File: config.mk
export PLATFORM = sky130hd
export DESIGN_NAME = stream_port_sync
export DESIGN_NICKNAME = d
export VERILOG_FILES = /design/src/hw/stream_port_sync.v /design/src/hw/buf_len_mem.v
export VERILOG_INCLUDE_DIRS = /design/src /design/src/hw
export SDC_FILE = /design/constraint.sdc
export NUM_CORES = 1
export LEC_CHECK = 0
export ABC_AREA = 1
export BUFFER_PORTS_ARGS = -buffer_cell sky130_fd_sc_hd__clkbuf_2
export CORE_UTILIZATION = 45
export DETAILED_ROUTE_END_ITERATION = 8
export GPL_ROUTABILITY_DRIVEN = 1
export GPL_TIMING_DRIVEN = 0
export HOLD_SLACK_MARGIN = 0.06
export PLACE_DENSITY = 0.72
export SYNTH_ARGS = -nofsm -noshare
export SYNTH_HDL_FRONTEND = slang
export SYNTH_SLANG_ARGS = --single-unit
File: constraint.sdc
create_clock -name clock -period 7.4 [get_ports clock]
set_clock_uncertainty 0.2 [all_clocks]
set_input_delay 0.74 -clock clock [delete_from_list [all_inputs] [get_ports clock]]
set_output_delay 0.74 -clock clock [all_outputs]
set_load 0.005 [all_outputs]
File: src/hw/stream_port_map.vh
`ifndef STREAM_PORT_MAP_VH
`define STREAM_PORT_MAP_VH

// ==========================================================
// Register offsets (byte addresses)
`define OFS_CTRL 8'h00
`define OFS_BUFSEL 8'h04
`define OFS_LEN_INDEX 8'h08
`define OFS_LEN_DATA 8'h0c
`define OFS_STATUS 8'h10

// ==========================================================
// Control register fields
`define CTRL_MULTI_BIT 0
`define CTRL_MODE_LO 1
`define CTRL_MODE_HI 2
`define CTRL_TX_EN_BIT 3

// Buffer select register fields
`define BSEL_TX_LO 0
`define BSEL_TX_HI 2
`define BSEL_RX_LO 4
`define BSEL_RX_HI 6

// Status register fields
`define STAT_CNT_LO 0
`define STAT_DIR_BIT 16
`define STAT_HUNT_BIT 17
`define STAT_FULL_BIT 18
`define STAT_AVAIL_BIT 19

// ==========================================================
// Sync mode codes
`define SYNC_A 2'h0
`define SYNC_B 2'h1
`define SYNC_C 2'h2
`define SYNC_BAD 2'h3

// ==========================================================
// Reset values
`define RST_MULTI 1'h0
`define RST_MODE 2'h0
`define RST_TX_EN 1'h0
`define RST_BUF 3'h0
`define RST_LEN 12'h0bc

`endif

File: src/hw/stream_port_sync.v
`timescale 1ns/100ps
`include "stream_port_map.vh"

module stream_port_sync #(
  parameter LEN_W = 12
) (
  input wire clock,
  input wire rst,
  input wire [7:0] reg_addr,
  input wire [31:0] reg_wdata,
  input wire reg_wr,
  input wire reg_rd,
  output reg [31:0] reg_rdata,
  input wire link_clk,
  input wire transfer_direction,
  input wire data_enable,
  input wire [2:0] buffer_select_lines,
  input wire [7:0] port_data_byte_in,
  output reg [7:0] port_data_byte_out,
  output wire port_data_byte_oe,
  input wire packet_sync_in,
  output reg packet_sync_out,
  output wire packet_sync_oe,
  output wire data_available,
  output reg tx_byte_valid,
  output reg [7:0] tx_byte,
  output reg [2:0] tx_buffer,
  output reg tx_first,
  output reg tx_last,
  input wire [7:0] rx_cell_ready,
  input wire [7:0] rx_byte,
  input wire rx_last_in,
  output wire rx_pop,
  output wire [2:0] rx_buffer
);

  localparam SW = 15;
  localparam TX_HUNT = 2'b01;
  localparam TX_PKT = 2'b10;
  localparam RX_EMPTY = 2'b01;
  localparam RX_FULL = 2'b10;

  // ==========================================================
  // Buffer choice: external select or configured buffer
  function [2:0] pick_buf;
    input multi;
    input [2:0] ext_sel;
    input [2:0] cfg_sel;
    begin
      pick_buf = multi ? ext_sel : cfg_sel;
    end
  endfunction

  // ==========================================================
  // Pin synchronisers
  wire [SW-1:0] pin_raw;
  reg [SW-1:0] pin_s1_reg;
  reg [SW-1:0] pin_s2_reg;
  reg lclk_prev_reg;

  assign pin_raw = {link_clk, data_enable, transfer_direction, packet_sync_in,
                    buffer_select_lines, port_data_byte_in};

  // Two flops per pin bit
  genvar g;
  generate
    for (g = 0; g < SW; g = g + 1) begin : sync_bit
      always @(posedge clock or posedge rst) begin
        if (rst) begin
          pin_s1_reg[g] <= 1'b0;
          pin_s2_reg[g] <= 1'b0;
        end else begin
          pin_s1_reg[g] <= pin_raw[g];
          pin_s2_reg[g] <= pin_s1_reg[g];
        end
      end
    end
  endgenerate

  // Link clock edge finder
  always @(posedge clock or posedge rst) begin
    if (rst) begin
      lclk_prev_reg <= 1'b0;
    end else begin
      lclk_prev_reg <= pin_s2_reg[14];
    end
  end

  wire link_edge = pin_s2_reg[14] & ~lclk_prev_reg;
  wire en_s = pin_s2_reg[13];
  wire dir_rx = pin_s2_reg[12]; // High selects receive
  wire sync_s = pin_s2_reg[11];
  wire [2:0] sel_s = pin_s2_reg[10:8];
  wire [7:0] data_s = pin_s2_reg[7:0];

  // ==========================================================
  // Configuration registers
  reg multi_reg;
  reg [1:0] mode_reg;
  reg tx_en_reg;
  reg [2:0] tx_cfg_reg;
  reg [2:0] rx_cfg_reg;
  reg [2:0] len_idx_reg;
  reg [1:0] mode_prev_reg;
  reg [LEN_W-1:0] len_prev_reg;
  reg dir_prev_reg;
  reg tx_en_prev_reg;
  wire [1:0] wr_mode = reg_wdata[`CTRL_MODE_HI:`CTRL_MODE_LO];
  wire len_wr = reg_wr && (reg_addr == `OFS_LEN_DATA);

  // Register writes
  always @(posedge clock or posedge rst) begin
    if (rst) begin
      multi_reg <= `RST_MULTI;
      mode_reg <= `RST_MODE;
      tx_en_reg <= `RST_TX_EN;
      tx_cfg_reg <= `RST_BUF;
      rx_cfg_reg <= `RST_BUF;
      len_idx_reg <= `RST_BUF;
    end else if (reg_wr) begin
      case (reg_addr)
        `OFS_CTRL: begin
          multi_reg <= reg_wdata[`CTRL_MULTI_BIT];
          if (wr_mode != `SYNC_BAD) begin
            mode_reg <= wr_mode;
          end
          tx_en_reg <= reg_wdata[`CTRL_TX_EN_BIT];
        end
        `OFS_BUFSEL: begin
          tx_cfg_reg <= reg_wdata[`BSEL_TX_HI:`BSEL_TX_LO];
          rx_cfg_reg <= reg_wdata[`BSEL_RX_HI:`BSEL_RX_LO];
        end
        `OFS_LEN_INDEX: begin
          len_idx_reg <= reg_wdata[2:0];
        end
        default: begin
          len_idx_reg <= len_idx_reg;
        end
      endcase
    end
  end

  // ==========================================================
  // Active buffer and its stored length
  wire [2:0] tx_sel = pick_buf(multi_reg, sel_s, tx_cfg_reg);
  wire [2:0] rx_sel = pick_buf(multi_reg, sel_s, rx_cfg_reg);
  wire [2:0] act_buf = dir_rx ? rx_sel : tx_sel;
  wire [LEN_W-1:0] cur_len;

  buf_len_mem #(
    .AW(3),
    .DW(LEN_W)
  ) u_len (
    .clock(clock),
    .rst(rst),
    .wr_en(len_wr),
    .wr_addr(len_idx_reg),
    .wr_data(reg_wdata[LEN_W-1:0]),
    .rd_addr(act_buf),
    .rd_data(cur_len)
  );

  // ==========================================================
  // Packet state
  reg [LEN_W-1:0] cnt_reg;
  reg [LEN_W-1:0] cnt_next;
  reg [1:0] tx_st_reg;
  reg [1:0] tx_st_next;
  reg [1:0] rx_st_reg;
  reg [1:0] rx_st_next;
  reg cur_first_reg;
  reg cur_last_reg;
  reg first_next;
  reg last_next;
  reg [7:0] out_next;
  reg sync_next;
  reg tx_take;
  reg tx_start;
  reg tx_end;
  reg rx_load;

  wire [LEN_W:0] cnt_inc = {1'b0, cnt_reg} + 1'b1;
  wire cnt_hit = (cnt_inc >= {1'b0, cur_len});
  wire one_hit = ({{LEN_W{1'b0}}, 1'b1} >= {1'b0, cur_len});
  wire restart = (mode_reg != mode_prev_reg) || (cur_len != len_prev_reg)
                 || (dir_rx != dir_prev_reg) || (tx_en_reg != tx_en_prev_reg);
  wire tx_edge = link_edge & ~dir_rx & en_s & tx_en_reg;
  wire rx_edge = link_edge & dir_rx & en_s;
  wire sel_ready = rx_cell_ready[rx_sel];
  wire [1:0] hunt_state = (mode_reg == `SYNC_B) ? TX_HUNT : TX_PKT;

  // Next-state for both directions
  always @* begin
    cnt_next = cnt_reg;
    tx_st_next = tx_st_reg;
    rx_st_next = rx_st_reg;
    first_next = cur_first_reg;
    last_next = cur_last_reg;
    out_next = port_data_byte_out;
    tx_take = 1'b0;
    tx_start = 1'b0;
    tx_end = 1'b0;
    rx_load = 1'b0;
    if (restart) begin
      cnt_next = {LEN_W{1'b0}};
      tx_st_next = hunt_state;
    end else if (tx_edge) begin
      case (mode_reg)
        `SYNC_B: begin
          if (sync_s) begin
            tx_take = 1'b1;
            tx_start = 1'b1;
            tx_end = one_hit;
            cnt_next = one_hit ? {LEN_W{1'b0}} : {{(LEN_W-1){1'b0}}, 1'b1};
            tx_st_next = one_hit ? TX_HUNT : TX_PKT;
          end else if (tx_st_reg == TX_PKT) begin
            tx_take = 1'b1;
            tx_end = cnt_hit;
            cnt_next = cnt_hit ? {LEN_W{1'b0}} : cnt_inc[LEN_W-1:0];
            tx_st_next = cnt_hit ? TX_HUNT : TX_PKT;
          end
        end
        `SYNC_C: begin
          tx_take = 1'b1;
          tx_start = (cnt_reg == {LEN_W{1'b0}});
          tx_end = sync_s;
          cnt_next = sync_s ? {LEN_W{1'b0}} : {{(LEN_W-1){1'b0}}, 1'b1};
        end
        default: begin
          tx_take = 1'b1;
          tx_start = (cnt_reg == {LEN_W{1'b0}});
          tx_end = cnt_hit;
          cnt_next = cnt_hit ? {LEN_W{1'b0}} : cnt_inc[LEN_W-1:0];
        end
      endcase
    end else if (dir_rx) begin
      case (rx_st_reg)
        RX_EMPTY: begin
          if (sel_ready) begin
            rx_load = 1'b1;
          end
        end
        RX_FULL: begin
          if (rx_edge) begin
            rx_load = sel_ready;
            rx_st_next = sel_ready ? RX_FULL : RX_EMPTY;
          end
        end
        default: begin
          rx_st_next = RX_EMPTY;
        end
      endcase
      if (rx_load) begin
        rx_st_next = RX_FULL;
        out_next = rx_byte;
        first_next = (cnt_reg == {LEN_W{1'b0}});
        last_next = (mode_reg == `SYNC_C) ? rx_last_in : cnt_hit;
        if (mode_reg == `SYNC_C) begin
          cnt_next = rx_last_in ? {LEN_W{1'b0}} : {{(LEN_W-1){1'b0}}, 1'b1};
        end else begin
          cnt_next = cnt_hit ? {LEN_W{1'b0}} : cnt_inc[LEN_W-1:0];
        end
      end
    end else begin
      rx_st_next = RX_EMPTY;
    end
    case (mode_reg)
      `SYNC_B: sync_next = (rx_st_next == RX_FULL) & first_next;
      `SYNC_C: sync_next = (rx_st_next == RX_FULL) & last_next;
      default: sync_next = 1'b0;
    endcase
  end

  // ==========================================================
  // State registers
  always @(posedge clock or posedge rst) begin
    if (rst) begin
      cnt_reg <= {LEN_W{1'b0}};
      tx_st_reg <= TX_PKT;
      rx_st_reg <= RX_EMPTY;
      cur_first_reg <= 1'b0;
      cur_last_reg <= 1'b0;
      port_data_byte_out <= 8'h00;
      packet_sync_out <= 1'b0;
      mode_prev_reg <= `RST_MODE;
      len_prev_reg <= `RST_LEN;
      dir_prev_reg <= 1'b0;
      tx_en_prev_reg <= `RST_TX_EN;
    end else begin
      cnt_reg <= cnt_next;
      tx_st_reg <= tx_st_next;
      rx_st_reg <= rx_st_next;
      cur_first_reg <= first_next;
      cur_last_reg <= last_next;
      port_data_byte_out <= out_next;
      packet_sync_out <= sync_next;
      mode_prev_reg <= mode_reg;
      len_prev_reg <= cur_len;
      dir_prev_reg <= dir_rx;
      tx_en_prev_reg <= tx_en_reg;
    end
  end

  // ==========================================================
  // Transmit byte hand-off to the buffer side
  always @(posedge clock or posedge rst) begin
    if (rst) begin
      tx_byte_valid <= 1'b0;
      tx_byte <= 8'h00;
      tx_buffer <= `RST_BUF;
      tx_first <= 1'b0;
      tx_last <= 1'b0;
    end else begin
      tx_byte_valid <= tx_take;
      if (tx_take) begin
        tx_byte <= data_s;
        tx_buffer <= tx_sel;
        tx_first <= tx_start;
        tx_last <= tx_end;
      end
    end
  end

  // ==========================================================
  // Receive pins
  wire rx_full = (rx_st_reg == RX_FULL);
  assign data_available = rx_full & dir_rx & ~(cur_last_reg & ~sel_ready);
  assign port_data_byte_oe = dir_rx;
  assign packet_sync_oe = dir_rx & (mode_reg != `SYNC_A);
  assign rx_pop = rx_load;
  assign rx_buffer = rx_sel;

  // ==========================================================
  // Register read data, one cycle after the strobe
  always @(posedge clock or posedge rst) begin
    if (rst) begin
      reg_rdata <= 32'h0000_0000;
    end else if (reg_rd) begin
      reg_rdata <= 32'h0000_0000;
      case (reg_addr)
        `OFS_CTRL: begin
          reg_rdata[`CTRL_MULTI_BIT] <= multi_reg;
          reg_rdata[`CTRL_MODE_HI:`CTRL_MODE_LO] <= mode_reg;
          reg_rdata[`CTRL_TX_EN_BIT] <= tx_en_reg;
        end
        `OFS_BUFSEL: begin
          reg_rdata[`BSEL_TX_HI:`BSEL_TX_LO] <= tx_cfg_reg;
          reg_rdata[`BSEL_RX_HI:`BSEL_RX_LO] <= rx_cfg_reg;
        end
        `OFS_LEN_INDEX: begin
          reg_rdata[2:0] <= len_idx_reg;
        end
        `OFS_STATUS: begin
          reg_rdata[`STAT_CNT_LO+LEN_W-1:`STAT_CNT_LO] <= cnt_reg;
          reg_rdata[`STAT_DIR_BIT] <= dir_rx;
          reg_rdata[`STAT_HUNT_BIT] <= (tx_st_reg == TX_HUNT);
          reg_rdata[`STAT_FULL_BIT] <= rx_full;
          reg_rdata[`STAT_AVAIL_BIT] <= data_available;
        end
        default: begin
          reg_rdata <= 32'h0000_0000;
        end
      endcase
    end else begin
      reg_rdata <= 32'h0000_0000;
    end
  end

endmodule

File: src/hw/buf_len_mem.v
`timescale 1ns/100ps
`include "stream_port_map.vh"

// Per-buffer packet length store, registered read
module buf_len_mem #(
  parameter AW = 3,
  parameter DW = 12
) (
  input wire clock,
  input wire rst,
  input wire wr_en,
  input wire [AW-1:0] wr_addr,
  input wire [DW-1:0] wr_data,
  input wire [AW-1:0] rd_addr,
  output reg [DW-1:0] rd_data
);

  reg [DW-1:0] mem [0:(1<<AW)-1];

  // ==========================================================
  // Storage, each entry resets to the default length
  genvar g;
  generate
    for (g = 0; g < (1 << AW); g = g + 1) begin : entry
      always @(posedge clock or posedge rst) begin
        if (rst) begin
          mem[g] <= `RST_LEN;
        end else if (wr_en && (wr_addr == g)) begin
          mem[g] <= wr_data;
        end
      end
    end
  endgenerate

  // ==========================================================
  // Registered read port
  always @(posedge clock or posedge rst) begin
    if (rst) begin
      rd_data <= `RST_LEN;
    end else begin
      rd_data <= mem[rd_addr];
    end
  end

endmodule

==> After elaboration in Yosys (flattened, before gate mapping) <==
Index checks and enable logic that the tools add are counted.
{ "op_classes": {"addsub": 1, "order_cmp": 4, "eq_ne": 24, "mux": 74, "reduce_logical": 28, "bitwise_logic": 19} }
{ "ops": {"columns": ["operator", "count"], "rows": [
  ["$mux 12", 10],
  ["$bmux 12 s3", 1],
  ["$mux 1", 34],
  ["$mux 2", 14],
  ["$pmux 12 s2", 1],
  ["$mux 20", 1],
  ["$eq 8x4->1 const B", 2],
  ["$add 12x1->13 const B", 1],
  ["$ge 13x12->1", 1],
  ["$and 1x1->1", 12],
  ["$eq 3x3->1 const B", 4],
  ["$ge 1x12->1 const A", 1],
  ["$logic_not 12->1", 1],
  ["$ne 12x12->1", 1],
  ["$pmux 3 s4", 1],
  ["$logic_and 1x1->1", 9],
  ["$mux 3", 3],
  ["$reduce_and 3->1", 3],
  ["$reduce_bool 3->1", 3],
  ["$eq 2x2->1 const B", 4],
  ["$eq 8x3->1 const B", 1],
  ["$eq 8x5->1 const B", 1],
  ["$logic_not 8->1", 1],
  ["$pmux 1 s2", 4],
  ["21 further kinds", 36]
]} }
{ "totals": {"elab_cells": 213, "output_inout_bits": 62, "in_bits": 76, "reg_bits": 241} }

==> Depth between registers and ports, before layout <==
{ "depth": {"word_depth": 16, "depth_mapped": 21, "ltp_nobuf": 21} }

==> Cells and area by module <==
From an unflattened synthesis, not the netlist that was laid out.
{ "unflattened": {"cells_unflattened": 1301, "area_unflattened_um2": 10637.7} }
{ "modules_own_cells": {"columns": ["module", "area_each_um2", "n_inst", "seq_area_each_um2", "cells_per_inst"], "rows": [
  ["stream_port_sync", 5554.1, 1, 2936.6, 635],
  ["buf_len_mem", 5083.6, 1, 2758.9, 666]
]} }

==> Worst setup path before layout <==
OpenSTA, ideal clock, no wires.
{ "synth_path": {"path_type": "register -> register", "from": "reg cnt_reg[0]", "to": "reg cnt_reg[1]", "path_stages_with_launch": 16, "path_slack_ns": 4.743, "t_arrival_ns": 2.375, "required_ns": 7.117, "path_buffers": 1, "setup_time_ns": 0.083, "cell_sequence": "dfrtp_1 > ha_1 > nand3_1 > inv_1 > nand2_1 > nor3_1 > xor2_1 > ha_1 > a21oi_1 > nor2_1 > nor2_1 > nand2_1 > nor4_2 > buf_2 > nand3_1 > o21ai_0"} }
{ "synth_via": {"elab_chain_len": 8, "elab_cells_between_ends": 11, "cone_classes": "add/sub (1); order compare (1); mux (9)"} }
{ "synth_rtl": {"columns": ["item", "line", "text"], "rows": [
  ["start: declaration", "stream_port_sync.v:165", "reg [LEN_W-1:0] cnt_reg;"],
  ["start signal: assignment", "stream_port_sync.v:278", "cnt_reg <= {LEN_W{1'b0}};"],
  ["start signal: assignment", "stream_port_sync.v:290", "cnt_reg <= cnt_next;"],
  ["$add 12x1->13 *", "stream_port_sync.v:182", "wire [LEN_W:0] cnt_inc = {1'b0, cnt_reg} + 1'b1;"],
  ["$ge 13x12->1", "stream_port_sync.v:183", "wire cnt_hit = (cnt_inc >= {1'b0, cur_len});"],
  ["$mux 12 *", "stream_port_sync.v:219, stream_port_sync.v:233, stream_port_sync.v:261", null],
  ["$mux 12 (on tied branches)", "stream_port_sync.v:216, stream_port_sync.v:258", null],
  ["$mux 12 (on tied branches)", "stream_port_sync.v:210, stream_port_sync.v:253", null],
  ["$pmux 12 s2 / $mux 12 (equally long branches)", "stream_port_sync.v:208, stream_port_sync.v:236", null],
  ["$mux 12 *", "stream_port_sync.v:207", "end else if (tx_edge) begin"],
  ["$mux 12 *", "stream_port_sync.v:204", "if (restart) begin"]
]} }
Every way passes the cells marked *; elsewhere a longest branch is shown, timed or not. The select of a mux whose other input is x is not followed.
A chain may end at the register's enable or synchronous reset.

==> Worst setup path after layout <==
{ "layout_path": {"from": "reg cnt_reg[0]", "to": "reg cnt_reg[7]"} }
Same word-level chain as after synthesis.

==> flow_metrics.py <==
metrics = {
    "outcome": {
        "outcome": "finished, violations left",
        "violations": "design-rule violations",
    },
    "yosys": {
        "synthArstFlopShare_pct": 100.0,
        "synth_fa_ha_area_share_pct": 2.349,
        "yosysUniqueCellTypes": 39,
        "synth_seq_cells": 225,
        "synth_mux_area_share_pct": 0,
        "synth_xor_area_share_pct": 0.6925,
        "synth_edf_count": 0,
        "synth-compound-area-share_pct": 12.20,
        "postSynthCellCount": 1188,
        "synth_seq_area_share_pct": 56.29,
        "syn_area_sq_um": 10120,
        "synth_top_family_by_area": "simple AND/OR/NAND/NOR gates",
        "syn_area_per_cell_sq_um": 8.517,
        "synthSimpleGateAreaFrac_pct": 20.76,
        "yosysWarnings": 0,
        "yosys_most_used_dff": "dfrtp_1",
    },
    "power_and_ir_drop": {
        "power.total_mw": 2.850,
        "p_leak_nw": 5.897,
        "p_sw_share_pct": 25.01,
        "power_density_nw_per_um2": 239.7,
        "irDropWorstVdd_v": 0.0001813,
        "pwr-share-comb_pct": 10.1,
        "p_seq_share_pct": 46.2,
        "power.share.clock_pct": 43.7,
        "p_switching_mw": 0.7129,
        "p_int_mw": 2.137,
    },
    "global_route": {
        "grt_pass1_vias": 7938,
        "antenna_found_initial": 0,
        "grt_max_degree": 120,
        "grt_first_pass_wirelength_um": 41430,
        "track_usage_pct": 22.30,
        "overflow": 0,
    },
    "placement": {
        "place_hpwl_um": 18220,
        "port_buffers": 101,
        "routabilityCongestion": 0.9660,
        "preCtsSetupSlack_ns": 4.121,
    },
    "floorplanning": {
        "io_pins": 138,
        "coreArea_sq_um": 21960,
        "chipHeight_um": 152.0,
        "fp-row-count": 54,
        "fp.dieW_um": 152.0,
        "dieArea_sq_um": 23090,
        "start_util_pct": 46.08,
    },
    "cells_and_area": {
        "num-nets-final": 1427,
        "largest_reg_flops": 96,
        "fillers": 2019,
        "drive_above_1_share_pct": 17.85,
        "diodes": 0,
        "synthToLayoutAreaGrowth_pct": 17.51,
    },
    "timing": {
        "relSlewSlack_pct": 50.58,
        "finalCritPeriodShare_pct": 44.96,
        "drv_slew": 0,
        "worst_slew_pin_slew_ns": 0.7412,
        "hold_violations": 0,
        "setup_tns_ns": 0,
        "min_period_ns": 3.327,
        "setup_viol": 0,
        "worst_slack_ns": 4.073,
        "rsz0062_at_grt": "false",
        "max_freq_mhz": 300.6,
    },
    "clocking": {
        "clkTransAtPathRegs_ns": 0.06,
        "clock_latency_ns": 0.51,
        "cts_root_buf": "clkbuf_16",
        "clockBufferDepth": 3,
        "hold_buffers": 0,
        "cts_setup_buffers": 0,
        "cts_resized": 0,
        "cts_max_level": 1,
        "cts_buffers": 25,
        "cts.sink_count": 225,
        "cts_tree": "built",
    },
    "worst_setup_path": {
        "worst_r2r_path_depth": 15,
        "crit_path_end_kind": "flip-flop",
        "cp.required_ns": 7.63,
        "startpoint_type": "flip-flop",
        "crit_arrival_ns": 3.56,
        "criticalPathCategory": "reg2reg",
        "path_max_fanout": 10,
    },
    "routing": {
        "vias": 8347,
        "drt_first_pass_iters": 7,
        "ant_nets": 0,
        "drt_wl_total_um": 25300,
        "wl_per_cell_um": 15.52,
        "drc": 24,
        "drtIter0Drc": 714,
        "viasPerCell": 5.121,
    },
    "flow_run": {
        "drv_cap": 0,
    },
    "min_path": {
        "hold_class": "in2async",
    },
}
[layer usage]
| layer | global-route usage, % | routed length [um] | vias up |
|---|---|---|---|
| met3 | 3.109 | 1494 | 49 |
| met1 | 31.34 | 11310 | 3957 |
| li1 | - | - | 4069 |
| met4 | 5.831 | 644 | 0 |
| met2 | 36.42 | 11840 | 272 |
| met5 | 0 | 0 | - |
[power groups by stage]
stage / registers (mW) / logic [mW] / clock network (mW)
2_1_floorplan: 1.33 / 0.196 / 0
3_3_place_gp: 1.34 / 0.278 / 0
3_5_place_dp: 1.34 / 0.286 / 0
4_1_cts: 1.32 / 0.288 / 1.27
5_1_grt: 1.32 / 0.329 / 1.32
6_report: 1.32 / 0.287 / 1.25
[path summary, 6_finish.rpt]
path	start	end	slack (ns)
worst max-delay path	cnt_reg[0]$_DFFE_PP0P_	cnt_reg[7]$_DFFE_PP0P_	4.07
worst min-delay path	rst	cnt_reg[3]$_DFFE_PP0P_	0.13
worst max register to register	cnt_reg[0]$_DFFE_PP0P_	cnt_reg[7]$_DFFE_PP0P_	4.07
worst min register to register	pin_s1_reg[3]$_DFF_PP0_	data_s[3]$_DFF_PP0_	0.14
max in group asynchronous	rst	len_prev_reg[8]$_DFF_PP0_	5.87
min in group clock	buffer_select_lines[1]	pin_s1_reg[9]$_DFF_PP0_	0.13
[final cells by class]
type	instances	area (sq um)	share of cell area [%]
repair buffers	102	533.0	4.483
multi-input cells	797	3704	31.15
well taps	280	350.3	2.946
clock buffers	35	693.2	5.830
inverters	121	461.7	3.883
clock inverters	10	131.4	1.105
flip-flops and latches	225	5695	47.90
plain buffers	60	321.6	2.704
[cells by family after synthesis]
family                     count (synthesis)
and+or+nand+nor                          522
other                                      1
DFF                                      225
xor gates and xnor gates                   8
adders and majority gates                 19
AOI/OAI and AO/OA                        232
buffers and inverters                    181
[synth_stat cells, types with 5 or more instances]
master	count	share of area [%]
o22ai_1	16	0.99
nand2_2	5	0.31
inv_1	114	4.2
nand2_1	309	11
buf_4	19	1.4
nand3_1	40	2.0
o21ai_0	177	8.8
nand4_1	8	0.49
dfrtp_1	173	43
clkbuf_1	31	1.1
o21ai_1	5	0.25
inv_2	6	0.22
a31oi_1	13	0.80
dfstp_2	52	14
xor2_1	8	0.69
nor3_1	7	0.35
a21oi_1	10	0.49
buf_2	8	0.40
ha_1	19	2.3
nor2_1	140	5.2
[cell usage in the layout (no fill, tap or decap), types with 19 or more instances in the layout]
cell type,count
nand2_1,309
o21ai_0,177
dfrtp_1,173
nor2_1,140
inv_1,113
clkbuf_2,101
dfstp_2,52
nand3_1,40
clkbuf_1,38
clkbuf_16,25
buf_4,19
ha_1,19
[critical path: stages, from the launching register on]
cell and delay [ns]:
dfrtp_1 0.45, ha_1 0.22, nand3_1 0.16, inv_1 0.11
nand2_1 0.09, nor3_1 0.18, xor2_1 0.25, ha_1 0.29
a21oi_1 0.16, nor2_1 0.06, nor2_1 0.16, nand2_1 0.15
nor4_2 0.29, buf_2 0.29, nand3_1 0.10, o21ai_0 0.08
[metrics by stage]
step / hold slack (ns) / cells / util (%) / instance area (sq um)
after floorplan: 0.1312 / 1203 / - / 10170
after global placement: 0.1322 / 1584 / 50.23 / 11030
after detailed placement: 0.1347 / 1585 / 50.39 / 11070
after CTS: 0.1138 / 1630 / 54.15 / 11890
after global routing: 0.1117 / 1630 / 54.15 / 11890
final: 0.1297 / 1630 / 54.15 / 11890
(Power assumes the default switching activity.)
